`src/verilog/serial_bus_pkg.sv`:
```
`default_nettype none
package serial_bus_pkg;
  // System clock rate and the half period of the generated serial clock.
  localparam int CLK_HZ = 10_000_000;
  localparam int SCL_HALF_NS = 400;
  localparam int SCL_HALF_CYC = (SCL_HALF_NS * (CLK_HZ / 1_000_000) + 999) / 1000;
  localparam int TMR_W = 16;

  // Register byte offsets.
  localparam logic [7:0] OFS_CTRL = 8'h00;
  localparam logic [7:0] OFS_STAT = 8'h04;
  localparam logic [7:0] OFS_DATA = 8'h08;
  localparam logic [7:0] OFS_ADDR = 8'h0C;
  localparam logic [7:0] OFS_IRQ_STAT = 8'h10;
  localparam logic [7:0] OFS_IRQ_MASK = 8'h14;

  // Control register bits.
  localparam int CTL_FLAG = 7;
  localparam int CTL_ACK = 6;
  localparam int CTL_STA = 5;
  localparam int CTL_STO = 4;
  localparam int CTL_WC = 3;
  localparam int CTL_EN = 2;

  // Status and address register fields.
  localparam int STAT_CODE_LSB = 3;
  localparam int PRESC_W = 2;
  localparam int OWN_LSB = 1;

  // Interrupt status and mask bits.
  localparam int IRQ_FLAG = 0;
  localparam int IRQ_WC = 1;
  localparam int IRQ_STOP = 2;
  localparam int IRQ_W = 3;

  // Bus event codes, upper five bits significant.
  localparam logic [7:0] CODE_NONE = 8'hF8;
  localparam logic [7:0] CODE_START = 8'h08;
  localparam logic [7:0] CODE_RSTART = 8'h10;
  localparam logic [7:0] CODE_AW_ACK = 8'h18;
  localparam logic [7:0] CODE_AW_NACK = 8'h20;
  localparam logic [7:0] CODE_DW_ACK = 8'h28;
  localparam logic [7:0] CODE_DW_NACK = 8'h30;
  localparam logic [7:0] CODE_AR_ACK = 8'h40;
  localparam logic [7:0] CODE_AR_NACK = 8'h48;
  localparam logic [7:0] CODE_DR_ACK = 8'h50;
  localparam logic [7:0] CODE_DR_NACK = 8'h58;
  localparam logic [7:0] CODE_SW_ADDR = 8'h60;
  localparam logic [7:0] CODE_SR_ACK = 8'h80;
  localparam logic [7:0] CODE_SR_NACK = 8'h88;
  localparam logic [7:0] CODE_S_STOP = 8'hA0;
  localparam logic [7:0] CODE_SR_ADDR = 8'hA8;
  localparam logic [7:0] CODE_ST_ACK = 8'hB8;
  localparam logic [7:0] CODE_ST_NACK = 8'hC0;

  localparam logic [3:0] ACK_SLOT = 4'd8;
  localparam logic [3:0] LAST_DATA_BIT = 4'd7;
  localparam int HTRANS_ACT = 1;

  typedef enum logic [2:0] {ST_IDLE, ST_COND, ST_BYTE, ST_HOLD, ST_STOP} bus_state_t;
endpackage
`default_nettype wire

```
`src/verilog/sync_pair.sv`:
```
`default_nettype none
module sync_pair #(
  parameter int W = 2,
  parameter logic [W-1:0] RST_VAL = '1
) (
  input wire logic clk_in,
  input wire logic rst_n_in,
  input wire logic [W-1:0] d_in,
  output logic [W-1:0] q_out
);
  typedef struct packed {
    logic [W-1:0] meta;
    logic [W-1:0] sync;
  } sync_t;
  sync_t s_r;
  sync_t s_nxt;

  always_comb begin
    s_nxt = s_r;
    s_nxt.meta = d_in;
    s_nxt.sync = s_r.meta;
  end

  always_ff @(posedge clk_in or negedge rst_n_in) begin
    if (!rst_n_in) begin
      s_r <= {RST_VAL, RST_VAL};
    end else begin
      s_r <= s_nxt;
    end
  end

  assign q_out = s_r.sync;
endmodule
`default_nettype wire

```
`src/verilog/bit_timer.sv`:
```
`default_nettype none
module bit_timer
  import serial_bus_pkg::*;
#(
  parameter int HALF_CYCLES = SCL_HALF_CYC
) (
  input wire logic clk_in,
  input wire logic rst_n_in,
  input wire logic [PRESC_W-1:0] presc_in,
  input wire logic run_in,
  output logic tick_out
);
  typedef struct packed {
    logic [TMR_W-1:0] cnt;
    logic tick;
  } tmr_t;
  tmr_t s_r;
  tmr_t s_nxt;
  logic [TMR_W-1:0] limit;

  // The prescaler multiplies the half period by four per step.
  always_comb begin
    limit = (TMR_W'(HALF_CYCLES) << {presc_in, 1'b0}) - TMR_W'(1);
    s_nxt = s_r;
    s_nxt.tick = 1'b0;
    if (!run_in) begin
      s_nxt.cnt = '0;
    end else if (s_r.cnt >= limit) begin
      s_nxt.cnt = '0;
      s_nxt.tick = 1'b1;
    end else begin
      s_nxt.cnt = s_r.cnt + TMR_W'(1);
    end
  end

  always_ff @(posedge clk_in or negedge rst_n_in) begin
    if (!rst_n_in) begin
      s_r <= '0;
    end else begin
      s_r <= s_nxt;
    end
  end

  assign tick_out = s_r.tick;
endmodule
`default_nettype wire

```
`src/verilog/two_wire_transfer_control.sv`:
```
`default_nettype none
module two_wire_transfer_control
  import serial_bus_pkg::*;
#(
  parameter int HALF_CYCLES = SCL_HALF_CYC
) (
  input wire logic clk_in,
  input wire logic resetn_in,
  input wire logic hsel_in,
  input wire logic [31:0] haddr_in,
  input wire logic [1:0] htrans_in,
  input wire logic hwrite_in,
  input wire logic [2:0] hsize_in,
  input wire logic [31:0] hwdata_in,
  input wire logic hready_in,
  output logic hreadyout_out,
  output logic hresp_out,
  output logic [31:0] hrdata_out,
  output logic irq_out,
  input wire logic scl_in,
  output logic scl_out,
  output logic scl_oe_out,
  input wire logic sda_in,
  output logic sda_out,
  output logic sda_oe_out
);
  typedef struct packed {
    bus_state_t state;
    logic [1:0] step;
    logic [3:0] bit_cnt;
    logic [7:0] shift;
    logic [7:0] data;
    logic [4:0] code;
    logic [PRESC_W-1:0] presc;
    logic [6:0] own;
    logic flag;
    logic ack_en;
    logic sta;
    logic sto;
    logic wc;
    logic en;
    logic master;
    logic slv;
    logic tx;
    logic rd;
    logic addr_ph;
    logic rep;
    logic ack_rx;
    logic busy;
    logic scl_prev;
    logic sda_prev;
    logic scl_oe;
    logic sda_oe;
    logic [IRQ_W-1:0] irq_st;
    logic [IRQ_W-1:0] irq_mask;
    logic irq;
    logic wr_pend;
    logic [7:0] wr_addr;
    logic [31:0] rdata;
    logic rdy;
  } core_t;

  core_t s_r;
  core_t s_nxt;
  logic rst_meta_r;
  logic rst_n_r;
  logic [1:0] pins_q;
  logic scl_q;
  logic sda_q;
  logic tick;
  logic run;
  logic scl_rise;
  logic scl_fall;
  logic start_det;
  logic stop_det;
  logic set_flag;
  logic ev_wc;
  logic ev_stop;
  logic done;
  logic tx_next;
  logic [31:0] rd_word;

  // Reset is released through two flip-flops.
  always_ff @(posedge clk_in or negedge resetn_in) begin
    if (!resetn_in) begin
      rst_meta_r <= 1'b0;
      rst_n_r <= 1'b0;
    end else begin
      rst_meta_r <= 1'b1;
      rst_n_r <= rst_meta_r;
    end
  end

  sync_pair #(.W(2)) u_sync (
    .clk_in(clk_in),
    .rst_n_in(rst_n_r),
    .d_in({scl_in, sda_in}),
    .q_out(pins_q)
  );

  bit_timer #(.HALF_CYCLES(HALF_CYCLES)) u_tmr (
    .clk_in(clk_in),
    .rst_n_in(rst_n_r),
    .presc_in(s_r.presc),
    .run_in(run),
    .tick_out(tick)
  );

  assign scl_q = pins_q[1];
  assign sda_q = pins_q[0];
  assign scl_rise = scl_q & ~s_r.scl_prev;
  assign scl_fall = ~scl_q & s_r.scl_prev;
  assign start_det = scl_q & s_r.scl_prev & s_r.sda_prev & ~sda_q;
  assign stop_det = scl_q & s_r.scl_prev & ~s_r.sda_prev & sda_q;
  assign run = (s_r.state == ST_COND) || (s_r.state == ST_STOP) || ((s_r.state == ST_BYTE) && s_r.master);

  // Event code for a finished byte, from role, phase, direction and acknowledge.
  function automatic logic [7:0] byte_code(input logic mst, input logic aph, input logic txd,
                                           input logic rdd, input logic ok);
    logic [7:0] c;
    c = CODE_NONE;
    if (mst && aph) begin
      c = rdd ? (ok ? CODE_AR_ACK : CODE_AR_NACK) : (ok ? CODE_AW_ACK : CODE_AW_NACK);
    end else if (mst) begin
      c = txd ? (ok ? CODE_DW_ACK : CODE_DW_NACK) : (ok ? CODE_DR_ACK : CODE_DR_NACK);
    end else if (aph) begin
      c = rdd ? CODE_SR_ADDR : CODE_SW_ADDR;
    end else begin
      c = txd ? (ok ? CODE_ST_ACK : CODE_ST_NACK) : (ok ? CODE_SR_ACK : CODE_SR_NACK);
    end
    return c;
  endfunction

  always_comb begin
    rd_word = '0;
    case (haddr_in[7:0])
      OFS_CTRL: begin
        rd_word[CTL_FLAG] = s_r.flag;
        rd_word[CTL_ACK] = s_r.ack_en;
        rd_word[CTL_STA] = s_r.sta;
        rd_word[CTL_STO] = s_r.sto;
        rd_word[CTL_WC] = s_r.wc;
        rd_word[CTL_EN] = s_r.en;
      end
      OFS_STAT: begin
        rd_word[7:STAT_CODE_LSB] = s_r.code;
        rd_word[PRESC_W-1:0] = s_r.presc;
      end
      OFS_DATA: rd_word[7:0] = s_r.data;
      OFS_ADDR: rd_word[7:OWN_LSB] = s_r.own;
      OFS_IRQ_STAT: rd_word[IRQ_W-1:0] = s_r.irq_st;
      OFS_IRQ_MASK: rd_word[IRQ_W-1:0] = s_r.irq_mask;
      default: rd_word = '0;
    endcase
  end

  always_comb begin
    s_nxt = s_r;
    set_flag = 1'b0;
    ev_wc = 1'b0;
    ev_stop = 1'b0;
    done = 1'b0;
    tx_next = 1'b0;
    s_nxt.scl_prev = scl_q;
    s_nxt.sda_prev = sda_q;
    s_nxt.rdy = 1'b1;
    if (s_r.wr_pend) begin
      case (s_r.wr_addr)
        OFS_CTRL: begin
          s_nxt.flag = s_r.flag & ~hwdata_in[CTL_FLAG];
          s_nxt.ack_en = hwdata_in[CTL_ACK];
          s_nxt.sta = hwdata_in[CTL_STA];
          s_nxt.sto = hwdata_in[CTL_STO];
          s_nxt.en = hwdata_in[CTL_EN];
        end
        OFS_STAT: s_nxt.presc = hwdata_in[PRESC_W-1:0];
        OFS_DATA: begin
          if (s_r.flag) begin
            s_nxt.data = hwdata_in[7:0];
            s_nxt.wc = 1'b0;
          end else begin
            s_nxt.wc = 1'b1;
            ev_wc = 1'b1;
          end
        end
        OFS_ADDR: s_nxt.own = hwdata_in[7:OWN_LSB];
        OFS_IRQ_MASK: s_nxt.irq_mask = hwdata_in[IRQ_W-1:0];
        default: s_nxt.wr_pend = 1'b0;
      endcase
    end
    s_nxt.wr_pend = 1'b0;
    if (hsel_in && hready_in && htrans_in[HTRANS_ACT]) begin
      if (hwrite_in) begin
        s_nxt.wr_pend = 1'b1;
        s_nxt.wr_addr = haddr_in[7:0];
      end else begin
        s_nxt.rdata = rd_word;
        if (haddr_in[7:0] == OFS_IRQ_STAT) begin
          s_nxt.irq_st = '0;
        end
      end
    end
    case (s_r.state)
      ST_IDLE: begin
        s_nxt.scl_oe = 1'b0;
        s_nxt.sda_oe = 1'b0;
        if (s_r.sta && !s_r.flag && !s_r.busy && scl_q && sda_q) begin
          s_nxt.state = ST_COND;
          s_nxt.step = 2'd2;
          s_nxt.rep = 1'b0;
        end
      end
      ST_COND: begin
        if (tick) begin
          s_nxt.step = s_r.step + 2'd1;
          case (s_r.step)
            2'd0: s_nxt.sda_oe = 1'b0;
            2'd1: s_nxt.scl_oe = 1'b0;
            2'd2: begin
              if (scl_q) begin
                s_nxt.sda_oe = 1'b1;
              end else begin
                s_nxt.step = s_r.step;
              end
            end
            default: begin
              s_nxt.scl_oe = 1'b1;
              set_flag = 1'b1;
              s_nxt.code = s_r.rep ? CODE_RSTART[7:3] : CODE_START[7:3];
              s_nxt.master = 1'b1;
              s_nxt.slv = 1'b0;
              s_nxt.addr_ph = 1'b1;
              s_nxt.state = ST_HOLD;
            end
          endcase
        end
      end
      ST_STOP: begin
        if (tick) begin
          s_nxt.step = s_r.step + 2'd1;
          case (s_r.step)
            2'd0: s_nxt.sda_oe = 1'b1;
            2'd1: s_nxt.scl_oe = 1'b0;
            default: begin
              s_nxt.step = s_r.step;
              if (scl_q) begin
                s_nxt.sda_oe = 1'b0;
                s_nxt.sto = 1'b0;
                s_nxt.master = 1'b0;
                s_nxt.state = ST_IDLE;
                ev_stop = 1'b1;
              end
            end
          endcase
        end
      end
      ST_HOLD: begin
        if (!s_r.flag) begin
          if (s_r.sto) begin
            s_nxt.step = 2'd0;
            if (s_r.master) begin
              s_nxt.state = ST_STOP;
            end else begin
              s_nxt.sto = 1'b0;
              s_nxt.slv = 1'b0;
              s_nxt.scl_oe = 1'b0;
              s_nxt.state = ST_IDLE;
            end
          end else if (s_r.sta && s_r.master) begin
            s_nxt.state = ST_COND;
            s_nxt.step = 2'd0;
            s_nxt.rep = 1'b1;
          end else begin
            tx_next = (s_r.master && s_r.addr_ph) || (s_r.master ? ~s_r.rd : s_r.rd);
            s_nxt.state = ST_BYTE;
            s_nxt.bit_cnt = '0;
            s_nxt.tx = tx_next;
            if (s_r.master && s_r.addr_ph) begin
              s_nxt.rd = s_r.data[0];
            end
            s_nxt.shift = s_r.data;
            s_nxt.sda_oe = tx_next & ~s_r.data[7];
            s_nxt.scl_oe = s_r.master;
          end
        end
      end
      ST_BYTE: begin
        if (tick) begin
          if (s_r.scl_oe) begin
            s_nxt.scl_oe = 1'b0;
          end else if (scl_q) begin
            s_nxt.scl_oe = 1'b1;
          end
        end
        if (scl_rise) begin
          if (s_r.bit_cnt < ACK_SLOT) begin
            s_nxt.shift = {s_r.shift[6:0], sda_q};
          end else begin
            s_nxt.ack_rx = ~sda_q;
          end
        end
        if (scl_fall) begin
          s_nxt.bit_cnt = s_r.bit_cnt + 4'd1;
          if (s_r.bit_cnt < LAST_DATA_BIT) begin
            s_nxt.sda_oe = s_r.tx & ~s_r.shift[7];
          end else if (s_r.bit_cnt == LAST_DATA_BIT) begin
            if (s_r.tx) begin
              s_nxt.sda_oe = 1'b0;
            end else if (!s_r.master && s_r.addr_ph) begin
              if ((s_r.shift[7:1] == s_r.own) && s_r.ack_en) begin
                s_nxt.sda_oe = 1'b1;
                s_nxt.slv = 1'b1;
                s_nxt.rd = s_r.shift[0];
              end else begin
                s_nxt.sda_oe = 1'b0;
                s_nxt.state = ST_IDLE;
              end
            end else begin
              s_nxt.sda_oe = s_r.ack_en;
            end
          end else begin
            done = 1'b1;
          end
        end
        if (done) begin
          set_flag = 1'b1;
          s_nxt.code = 5'(byte_code(s_r.master, s_r.addr_ph, s_r.tx, s_r.rd,
                                    s_r.tx ? s_r.ack_rx : s_r.ack_en) >> STAT_CODE_LSB);
          s_nxt.sda_oe = 1'b0;
          s_nxt.scl_oe = 1'b1;
          s_nxt.addr_ph = 1'b0;
          s_nxt.state = ST_HOLD;
          if (!s_r.tx && !s_r.addr_ph) begin
            s_nxt.data = s_r.shift;
          end
          if (!s_r.master && !s_r.addr_ph && (s_r.tx ? !s_r.ack_rx : !s_r.ack_en)) begin
            s_nxt.scl_oe = 1'b0;
            s_nxt.slv = 1'b0;
            s_nxt.state = ST_IDLE;
          end
        end
      end
      default: s_nxt.state = ST_IDLE;
    endcase
    if (start_det && !s_r.master && (s_r.state != ST_HOLD) && (s_r.state != ST_COND)) begin
      s_nxt.state = ST_BYTE;
      s_nxt.bit_cnt = '0;
      s_nxt.addr_ph = 1'b1;
      s_nxt.tx = 1'b0;
      s_nxt.slv = 1'b0;
      s_nxt.scl_oe = 1'b0;
      s_nxt.sda_oe = 1'b0;
    end else if (stop_det && !s_r.master && (s_r.state == ST_BYTE)) begin
      if (s_r.slv) begin
        set_flag = 1'b1;
        s_nxt.code = CODE_S_STOP[7:3];
      end
      s_nxt.slv = 1'b0;
      s_nxt.sda_oe = 1'b0;
      s_nxt.scl_oe = 1'b0;
      s_nxt.state = ST_IDLE;
    end
    if (start_det) begin
      s_nxt.busy = 1'b1;
    end else if (stop_det) begin
      s_nxt.busy = 1'b0;
    end
    if (!s_r.en) begin
      s_nxt.state = ST_IDLE;
      s_nxt.scl_oe = 1'b0;
      s_nxt.sda_oe = 1'b0;
      s_nxt.master = 1'b0;
      s_nxt.slv = 1'b0;
      s_nxt.code = s_r.code;
      set_flag = 1'b0;
    end
    s_nxt.flag = s_nxt.flag | set_flag;
    s_nxt.irq_st = s_nxt.irq_st | {ev_stop, ev_wc, set_flag};
    s_nxt.irq = |(s_nxt.irq_st & s_nxt.irq_mask);
  end

  always_ff @(posedge clk_in or negedge rst_n_r) begin
    if (!rst_n_r) begin
      s_r <= '0;
      s_r.code <= CODE_NONE[7:3];
      s_r.scl_prev <= 1'b1;
      s_r.sda_prev <= 1'b1;
      s_r.rdy <= 1'b1;
    end else begin
      s_r <= s_nxt;
    end
  end

  assign hreadyout_out = s_r.rdy;
  assign hresp_out = s_r.wr_pend & 1'b0;
  assign hrdata_out = s_r.rdata;
  assign irq_out = s_r.irq;
  assign scl_out = 1'b0;
  assign sda_out = 1'b0;
  assign scl_oe_out = s_r.scl_oe;
  assign sda_oe_out = s_r.sda_oe;

  property p_disable_release;
    @(posedge clk_in) disable iff (!rst_n_r) !s_r.en |=> (!s_r.scl_oe && !s_r.sda_oe);
  endproperty
  a_disable_release: assert property (p_disable_release) else $error("lines held while disabled");

  property p_disable_code;
    @(posedge clk_in) disable iff (!rst_n_r) !s_r.en |=> ($stable(s_r.code) && !$rose(s_r.flag));
  endproperty
  a_disable_code: assert property (p_disable_code) else $error("code or flag changed while disabled");

  property p_hold_stall;
    @(posedge clk_in) disable iff (!rst_n_r)
      (s_r.state == ST_HOLD && s_r.flag && s_r.en && s_r.scl_oe) |=> (s_r.state == ST_HOLD && s_r.scl_oe);
  endproperty
  a_hold_stall: assert property (p_hold_stall) else $error("transfer moved while flag set");

  property p_start_code;
    @(posedge clk_in) disable iff (!rst_n_r)
      (s_r.state == ST_COND && !s_r.rep && tick && s_r.step == 2'd3 && s_r.en)
      |=> (s_r.flag && s_r.code == CODE_START[7:3] && s_r.state == ST_HOLD);
  endproperty
  a_start_code: assert property (p_start_code) else $error("start not reported");

  property p_byte_flag;
    @(posedge clk_in) disable iff (!rst_n_r) (done && s_r.en) |=> (s_r.flag && s_r.code != CODE_NONE[7:3]);
  endproperty
  a_byte_flag: assert property (p_byte_flag) else $error("flag not set after byte");

  property p_read_bit;
    @(posedge clk_in) disable iff (!rst_n_r)
      (s_r.state == ST_BYTE && s_r.master && s_r.addr_ph && s_r.bit_cnt == LAST_DATA_BIT && scl_rise && s_r.rd)
      |-> !s_r.sda_oe;
  endproperty
  a_read_bit: assert property (p_read_bit) else $error("read bit not high");

  property p_write_bit;
    @(posedge clk_in) disable iff (!rst_n_r)
      (s_r.state == ST_BYTE && s_r.master && s_r.addr_ph && s_r.bit_cnt == LAST_DATA_BIT && scl_rise && !s_r.rd)
      |-> s_r.sda_oe;
  endproperty
  a_write_bit: assert property (p_write_bit) else $error("write bit not low");

  property p_ack_slot;
    @(posedge clk_in) disable iff (!rst_n_r)
      (s_r.state == ST_BYTE && s_r.bit_cnt == ACK_SLOT && scl_rise && !s_r.tx && !s_r.addr_ph)
      |-> (s_r.sda_oe == s_r.ack_en);
  endproperty
  a_ack_slot: assert property (p_ack_slot) else $error("acknowledge slot level wrong");

  property p_tx_release;
    @(posedge clk_in) disable iff (!rst_n_r)
      (s_r.state == ST_BYTE && s_r.bit_cnt == ACK_SLOT && s_r.tx) |-> !s_r.sda_oe;
  endproperty
  a_tx_release: assert property (p_tx_release) else $error("transmitter drove acknowledge slot");

  property p_bit_count;
    @(posedge clk_in) disable iff (!rst_n_r) (s_r.state == ST_BYTE) |-> (s_r.bit_cnt <= ACK_SLOT);
  endproperty
  a_bit_count: assert property (p_bit_count) else $error("more than nine bit slots");

  property p_collision;
    @(posedge clk_in) disable iff (!rst_n_r)
      (s_r.wr_pend && s_r.wr_addr == OFS_DATA && !s_r.flag) |=> (s_r.wc && $stable(s_r.data));
  endproperty
  a_collision: assert property (p_collision) else $error("collision write not dropped");

  property p_clear_resume;
    @(posedge clk_in) disable iff (!rst_n_r)
      (s_r.state == ST_HOLD && s_r.flag && s_r.wr_pend && s_r.wr_addr == OFS_CTRL && hwdata_in[CTL_FLAG]
       && hwdata_in[CTL_EN] && !hwdata_in[CTL_STA] && !hwdata_in[CTL_STO] && !done) |=> !s_r.flag ##1 (s_r.state != ST_HOLD);
  endproperty
  a_clear_resume: assert property (p_clear_resume) else $error("flag clear did not resume");

  property p_stop_clears;
    @(posedge clk_in) disable iff (!rst_n_r) (ev_stop && s_r.en) |=> (!s_r.sto && s_r.state == ST_IDLE);
  endproperty
  a_stop_clears: assert property (p_stop_clears) else $error("stop bit not cleared");
endmodule
`default_nettype wire

```
`config.mk`:
```
export PLATFORM = sky130hd
export DESIGN_NAME = two_wire_transfer_control
export DESIGN_NICKNAME = d
export VERILOG_FILES = /design/src/verilog/serial_bus_pkg.sv /design/src/verilog/sync_pair.sv /design/src/verilog/bit_timer.sv /design/src/verilog/two_wire_transfer_control.sv
export SDC_FILE = /design/constraint.sdc
export NUM_CORES = 1
export LEC_CHECK = 0
export BUFFER_PORTS_ARGS = -buffer_cell sky130_fd_sc_hd__buf_4
export CORE_UTILIZATION = 45
export DETAILED_ROUTE_END_ITERATION = 8
export PLACE_DENSITY = 0.67
export SLEW_MARGIN = 0
export SYNTH_ARGS = -nofsm -noshare
export SYNTH_HDL_FRONTEND = slang
export SYNTH_SLANG_ARGS = --single-unit
```
`constraint.sdc`:
```
create_clock -name clk_in -period 4.5 [get_ports clk_in]
set_input_delay 0.225 -clock clk_in [delete_from_list [all_inputs] [get_ports clk_in]]
set_output_delay 0.225 -clock clk_in [all_outputs]
set_load 0.01 [all_outputs]
```
### Word-level counts from Yosys, hierarchy flattened

Index checks and enable logic that the tools add are counted.

* eq/ne operators: 83
* $lt $le $gt $ge: 3
* bitwise operators: 23
* shift operators: 1
* reduce and logical (&&, ||, !) cells: 63
* add/subtract/negate cells: 4
* multiplexer cells: 178

Operators by type and width (count)
* $mux W8: 12
* $mux W1: 78
* $mux W3: 19
* $mux W5: 11
* $mux W41: 1
* $mux W2: 19
* $ne A5 B5 Y1 const B: 7
* $eq A8 B4 Y1 const B: 4
* $mux W16: 2
* $ne A6 B2 Y1 const B: 5
* $mux W7: 4
* $eq A8 B5 Y1 const B: 3
* $mux W12: 2
* $mux W4: 6
* $ne A6 B3 Y1 const B: 4
* $pmux W12 S2: 1
* $ne A2 B2 Y1 const B: 11
* $ne A3 B2 Y1 const B: 7
* $ne A5 B2 Y1 const B: 4
* $pmux W5 S4: 1
* $logic_and A1 B1 Y1: 19
* $ne A2 B1 Y1 const B: 9
* $ne A3 B3 Y1 const B: 6
* $pmux W1 S2: 9
* other kinds (59): 111

* bits of input ports: 76
* logic and storage cells: 393
* output and inout port bits: 39
* flip-flop bits (word level): 104

### Logic depth before layout (Yosys ltp)

* depth in word-level cells: 14
* depth in mapped cells: 11
* mapped depth without buffers: 10

### By module

From an unflattened synthesis, not the netlist that was laid out.

* cells, all modules: 643
* area, all modules: 6139.6 um2

By module, submodules not included
* two_wire_transfer_control: area each 5211.2 um2, sequential area each 2085.8 um2, cells each 570, instances 1
* bit_timer: area each 823.3 um2, sequential area each 425.4 um2, cells each 69, instances 1
* sync_pair: area each 105.1 um2, sequential area each 105.1 um2, cells each 4, instances 1

### Worst setup path after synthesis

No wires, ideal clock.

* kind: register to register
* start: register s_r[75] (netlist bit)
* end: register u_tmr.s_r[10] (netlist bit)
* data required time: 4429 ps
* setup time: 71 ps
* period minus slack after synthesis: 2464 ps
* stages on the path, launching flop included: 11
* buffers on the path: 1
* arrival: 2392 ps
* slack: 2036 ps
* path through: dfrtp_1 > or2_2 > ha_1 > nand2b_1 > ha_1 > or4_1 > a2111oi_0 > a211o_1 > o211ai_1 > buf_2 > nor2_1

RTL lines
* from (decl): line two_wire_transfer_control.sv:63 `core_t s_r;`
* from (signal assigned): line two_wire_transfer_control.sv:390 `s_r <= s_nxt;`
* to (signal assigned): line bit_timer.sv:40 `s_r <= s_nxt;`
* to (decl): line bit_timer.sv:17 `tmr_t s_r;`

### Worst setup path in the final report

* start: register s_r[104] (netlist bit)
* end: register s_r[105] (netlist bit)

* cells in the longest elaborated chain, start to end: 5
* elaborated cells on any way between the ends: 28
* classes of those cells: 19 x eq/ne; 4 x mux; 5 x reduce/logical

RTL lines
* $ne A3 B2 Y1, or another cell as far along: line two_wire_transfer_control.sv:345 `if (start_det && !s_r.master && (s_r.state != ST_HOLD) && (s_r.state != ST_COND)) begin`
* $logic_and A1 B1 Y1, or another cell as far along: line two_wire_transfer_control.sv:345
* $logic_and A1 B1 Y1 or $mux W3 (tied branches): line two_wire_transfer_control.sv:345, two_wire_transfer_control.sv:353
* $ne A6 B3 Y1 (no line), or another cell as far along
* $reduce_and A13 Y1 (no line) or $mux W3 (tied branches)

Parallel ways exist; a longest one is shown, timed or not.
A chain may end at the register's enable or synchronous reset.

==> results_dict.tcl <==
set metrics [dict create \
    vias 5131 \
    yosysSeqAreaShare 0.4124 \
    synth_edf_count 0 \
    wl_per_cell_um 16.62 \
    maxCapViolCount 0 \
    fin_area_um2 6908 \
    finalWirelength_um 14820 \
    holdWs_ps 66.55 \
    place_area_um2 6546 \
    gp_congestion 0.9005 \
    grt_remaining_overflow 0 \
    crit_path_start_kind "flip-flop" \
    via_per_inst 5.752 \
    power.leakage_nw 3.057 \
    final_cells 892 \
    synth_xor_area_frac 0.03176 \
    path_max_fanout 32 \
    htree_levels 3 \
    drt_first_pass_iters 5 \
    p_per_area_nw_per_um2 448.2 \
    grt_max_degree 75 \
    hold_path_class "in -> reg" \
    clockRootBuffer "clkbuf_16" \
    crit_path_end_kind "flip-flop" \
    die_y_um 120.7 \
    total_power_mw 3.096 \
    cts_buffers 9 \
    setup.worst_path.class "reg -> reg" \
    synth_compound_area_frac 0.1507 \
    synth_area_um2 6344 \
    boundaryPins 115 \
    ys.flop_type "dfrtp_1" \
    cts_tree "built" \
    hold_violations 0 \
    outcome "finished, final reports clean" \
    grt_pass1_wl_um 24160 \
    drive_gt1_frac 0.1348 \
    ant_nets 0 \
    clk_latency_ps 360 \
    syn_inst 697 \
    slew_headroom 0.2632 \
    antenna_found_initial 0 \
    rows 43 \
    start_util 0.4588 \
    synthMuxAreaShare 0.07396 \
    die_x_um 120.7 \
    avgSynthCellArea_um2 9.101 \
    crit_path_max_incr_delay_ps 950 \
    core_um2 13830 \
    cts.sinks 104 \
    clk_pin_slew_ps 70 \
    synth_top_family_by_area "simple AND/OR/NAND/NOR gates" \
    synth_adder_area_share 0.04931 \
    nets 808 \
    critical_path_buf_inv_count 0 \
    timing.final.crit_period_ps 2870 \
    syn2layout_area_growth_pct 8.896 \
    drc_errors 0 \
    synth.distinct_cells 69 \
    rsz0062_at_grt "no" \
    fin_skew_ps 7.828 \
    dp_hpwl_um 10620 \
    die_area_um2 14580 \
    async_reset_ff_frac 1.000 \
    timing.final.max_slew_violations 0 \
    synth-seq-cells 104 \
    diodes 0 \
    critPathArrivalTime_ps 3110 \
    tns_ps 0 \
    drtIter0Drc 536 \
    gr-usage-all-layers 0.2123 \
    dp_cells 873 \
    synthSimpleGateAreaFrac 0.2073 \
    cts_resized 0 \
    timing.final.crit_share 0.6379 \
    port_buffers 34 \
    setup_viol 0 \
    yosys_warnings 0 \
    clock.fmax_mhz 348.4 \
    reg2reg_slack_ps 1630 \
    clock_path_buffers 2 \
    fillers 1302 \
    vdd_drop_max_mv 0.2271 \
    required_ps 4740 \
    cp_slowest_cell "dfrtp_1" \
    cp_cell_sequence "or3b_2 -> a21oi_2 -> a211oi_1 -> o21ai_1 -> mux2_2" \
    grt_pass1_vias 4837 \
    cp_top_family "flip-flops" \
    worst_pin_slew_ps 1101 \
]
through the flow:
step	setup slack [ps]	utilization
3_5_place_dp	1689	0.4734
6_report	1630	0.4996
5_1_grt	1488	0.4996
2_1_floorplan	1408	-
4_1_cts	1678	0.4996
3_3_place_gp	1729	0.4734
layer usage:
metal	global-route usage	routed length [um]	part of all wire
met5	0	0	0
met4	0.06636	225	0.015
met3	0.05000	735	0.050
met2	0.3355	6947	0.47
met1	0.2878	6914	0.47
sequential cells by signal, summed over array words and instances, names as in the netlist:
signal and cells:
scl_oe_out 1, rst_n_r 1, u_tmr.s_r 16, hrdata_out 8
irq_out 1, sda_oe_out 1, rst_meta_r 1, u_sync.s_nxt 2
s_r 70, u_sync.q_out 2, u_tmr.tick_out 1
power breakdown:
group / internal [mW] / switching (mW) / leakage [nW] / total (mW)
clock network: 0.544 / 0.345 / 0.161 / 0.888
registers: 1.09 / 0.257 / 1.29 / 1.35
logic: 0.390 / 0.470 / 1.61 / 0.860
final cells by class:
type	count	area, um2	area share
Inverter	13	48.80	0.007064
Clock inverter	4	95.09	0.01377
Tap cell	180	225.2	0.03260
Sequential cell	104	2620	0.3793
Clock buffer	12	236.5	0.03423
Multi-Input combinational cell	539	3374	0.4885
Timing Repair Buffer	40	307.8	0.04456
worst min-delay path, delay by kind of cell:
kind | cells | cell delay, ps
buf+inv | 1 | 90
simple gates | 2 | 80
cell usage after synthesis, types with 5 or more instances:
| cell | number | area share |
|---|---|---|
| nor3_1 | 10 | 0.0079 |
| nor2_1 | 74 | 0.044 |
| or3_1 | 5 | 0.0049 |
| mux2i_1 | 18 | 0.028 |
| nor2b_1 | 11 | 0.011 |
| a21o_1 | 6 | 0.0071 |
| nand4b_1 | 6 | 0.0083 |
| a211oi_1 | 5 | 0.0059 |
| buf_4 | 36 | 0.043 |
| nor3b_1 | 5 | 0.0059 |
| inv_1 | 12 | 0.0071 |
| ha_1 | 25 | 0.049 |
| buf_2 | 6 | 0.0047 |
| nand2b_1 | 8 | 0.0079 |
| nor4b_1 | 5 | 0.0069 |
| xor2_1 | 8 | 0.011 |
| o211ai_1 | 5 | 0.0059 |
| a31oi_1 | 11 | 0.011 |
| o31ai_1 | 7 | 0.0083 |
| dfrtp_1 | 93 | 0.37 |
| xnor2_1 | 15 | 0.021 |
| nand2_1 | 90 | 0.053 |
| nand3_1 | 16 | 0.013 |
| a221oi_1 | 6 | 0.0083 |
| o22ai_1 | 8 | 0.0079 |
| o21ai_0 | 36 | 0.028 |
| a21oi_1 | 34 | 0.027 |
| nand4_1 | 8 | 0.0079 |
| dfstp_2 | 11 | 0.046 |
| mux2_2 | 19 | 0.034 |
| and3_1 | 5 | 0.0049 |
| clkbuf_1 | 27 | 0.016 |
logic make-up (layout without fill, tap and decap cells):
logic type / count (synthesis) / count (layout)
buffers and inverters: 84 / 69
AO/OA/AOI/OAI: 149 / 149
flip-flops: 104 / 104
other: 2 / 32
adder cells (fa/ha/maj): 25 / 25
AND/OR/NAND/NOR: 268 / 268
multiplexers: 42 / 42
XOR/XNOR: 23 / 23
cell usage in the layout, fill, tap and decap left out, types with 4 or more instances in the layout:
cell,n
nor2b_1,11
xnor2_1,15
o211ai_1,5
nand4b_1,6
nand3_1,16
nor4b_1,5
inv_1,12
a22oi_1,4
a21o_1,6
a32o_1,4
mux2_2,19
a31oi_1,11
nand4_1,8
xor2_1,8
mux2i_1,18
and3_1,5
dfrtp_1,92
conb_1,32
nand2_1,90
nor3b_1,5
o21ai_0,36
and2_1,4
buf_4,37
nor2_1,74
a21oi_1,34
or3_1,5
o31ai_1,7
o22ai_1,8
a221oi_1,6
nand3b_1,4
ha_1,25
a211oi_1,5
nor3_1,10
nand2b_1,8
dfstp_2,11
clkbuf_16,9
worst paths after layout:
kind / from / endpoint / cells after the start
max: s_r[104] / s_r[105] / 5
min: haddr_in[6] / s_r[39] / 3
max reg2reg: s_r[104] / s_r[105] / 5
min reg2reg: rst_meta_r / rst_n_r / 0
max in group asynchronous: rst_n_r / s_r[51] / 1
min in group asynchronous: resetn_in / rst_meta_r / 2
repair_timing:
action / 4_1_cts / 5_1_grt
hold buffers: 3 / 0
endpoints found under the hold margin: 4 / 0
setup buffers: 0 / 0
Note: power is estimated with default switching activity, not from simulation.
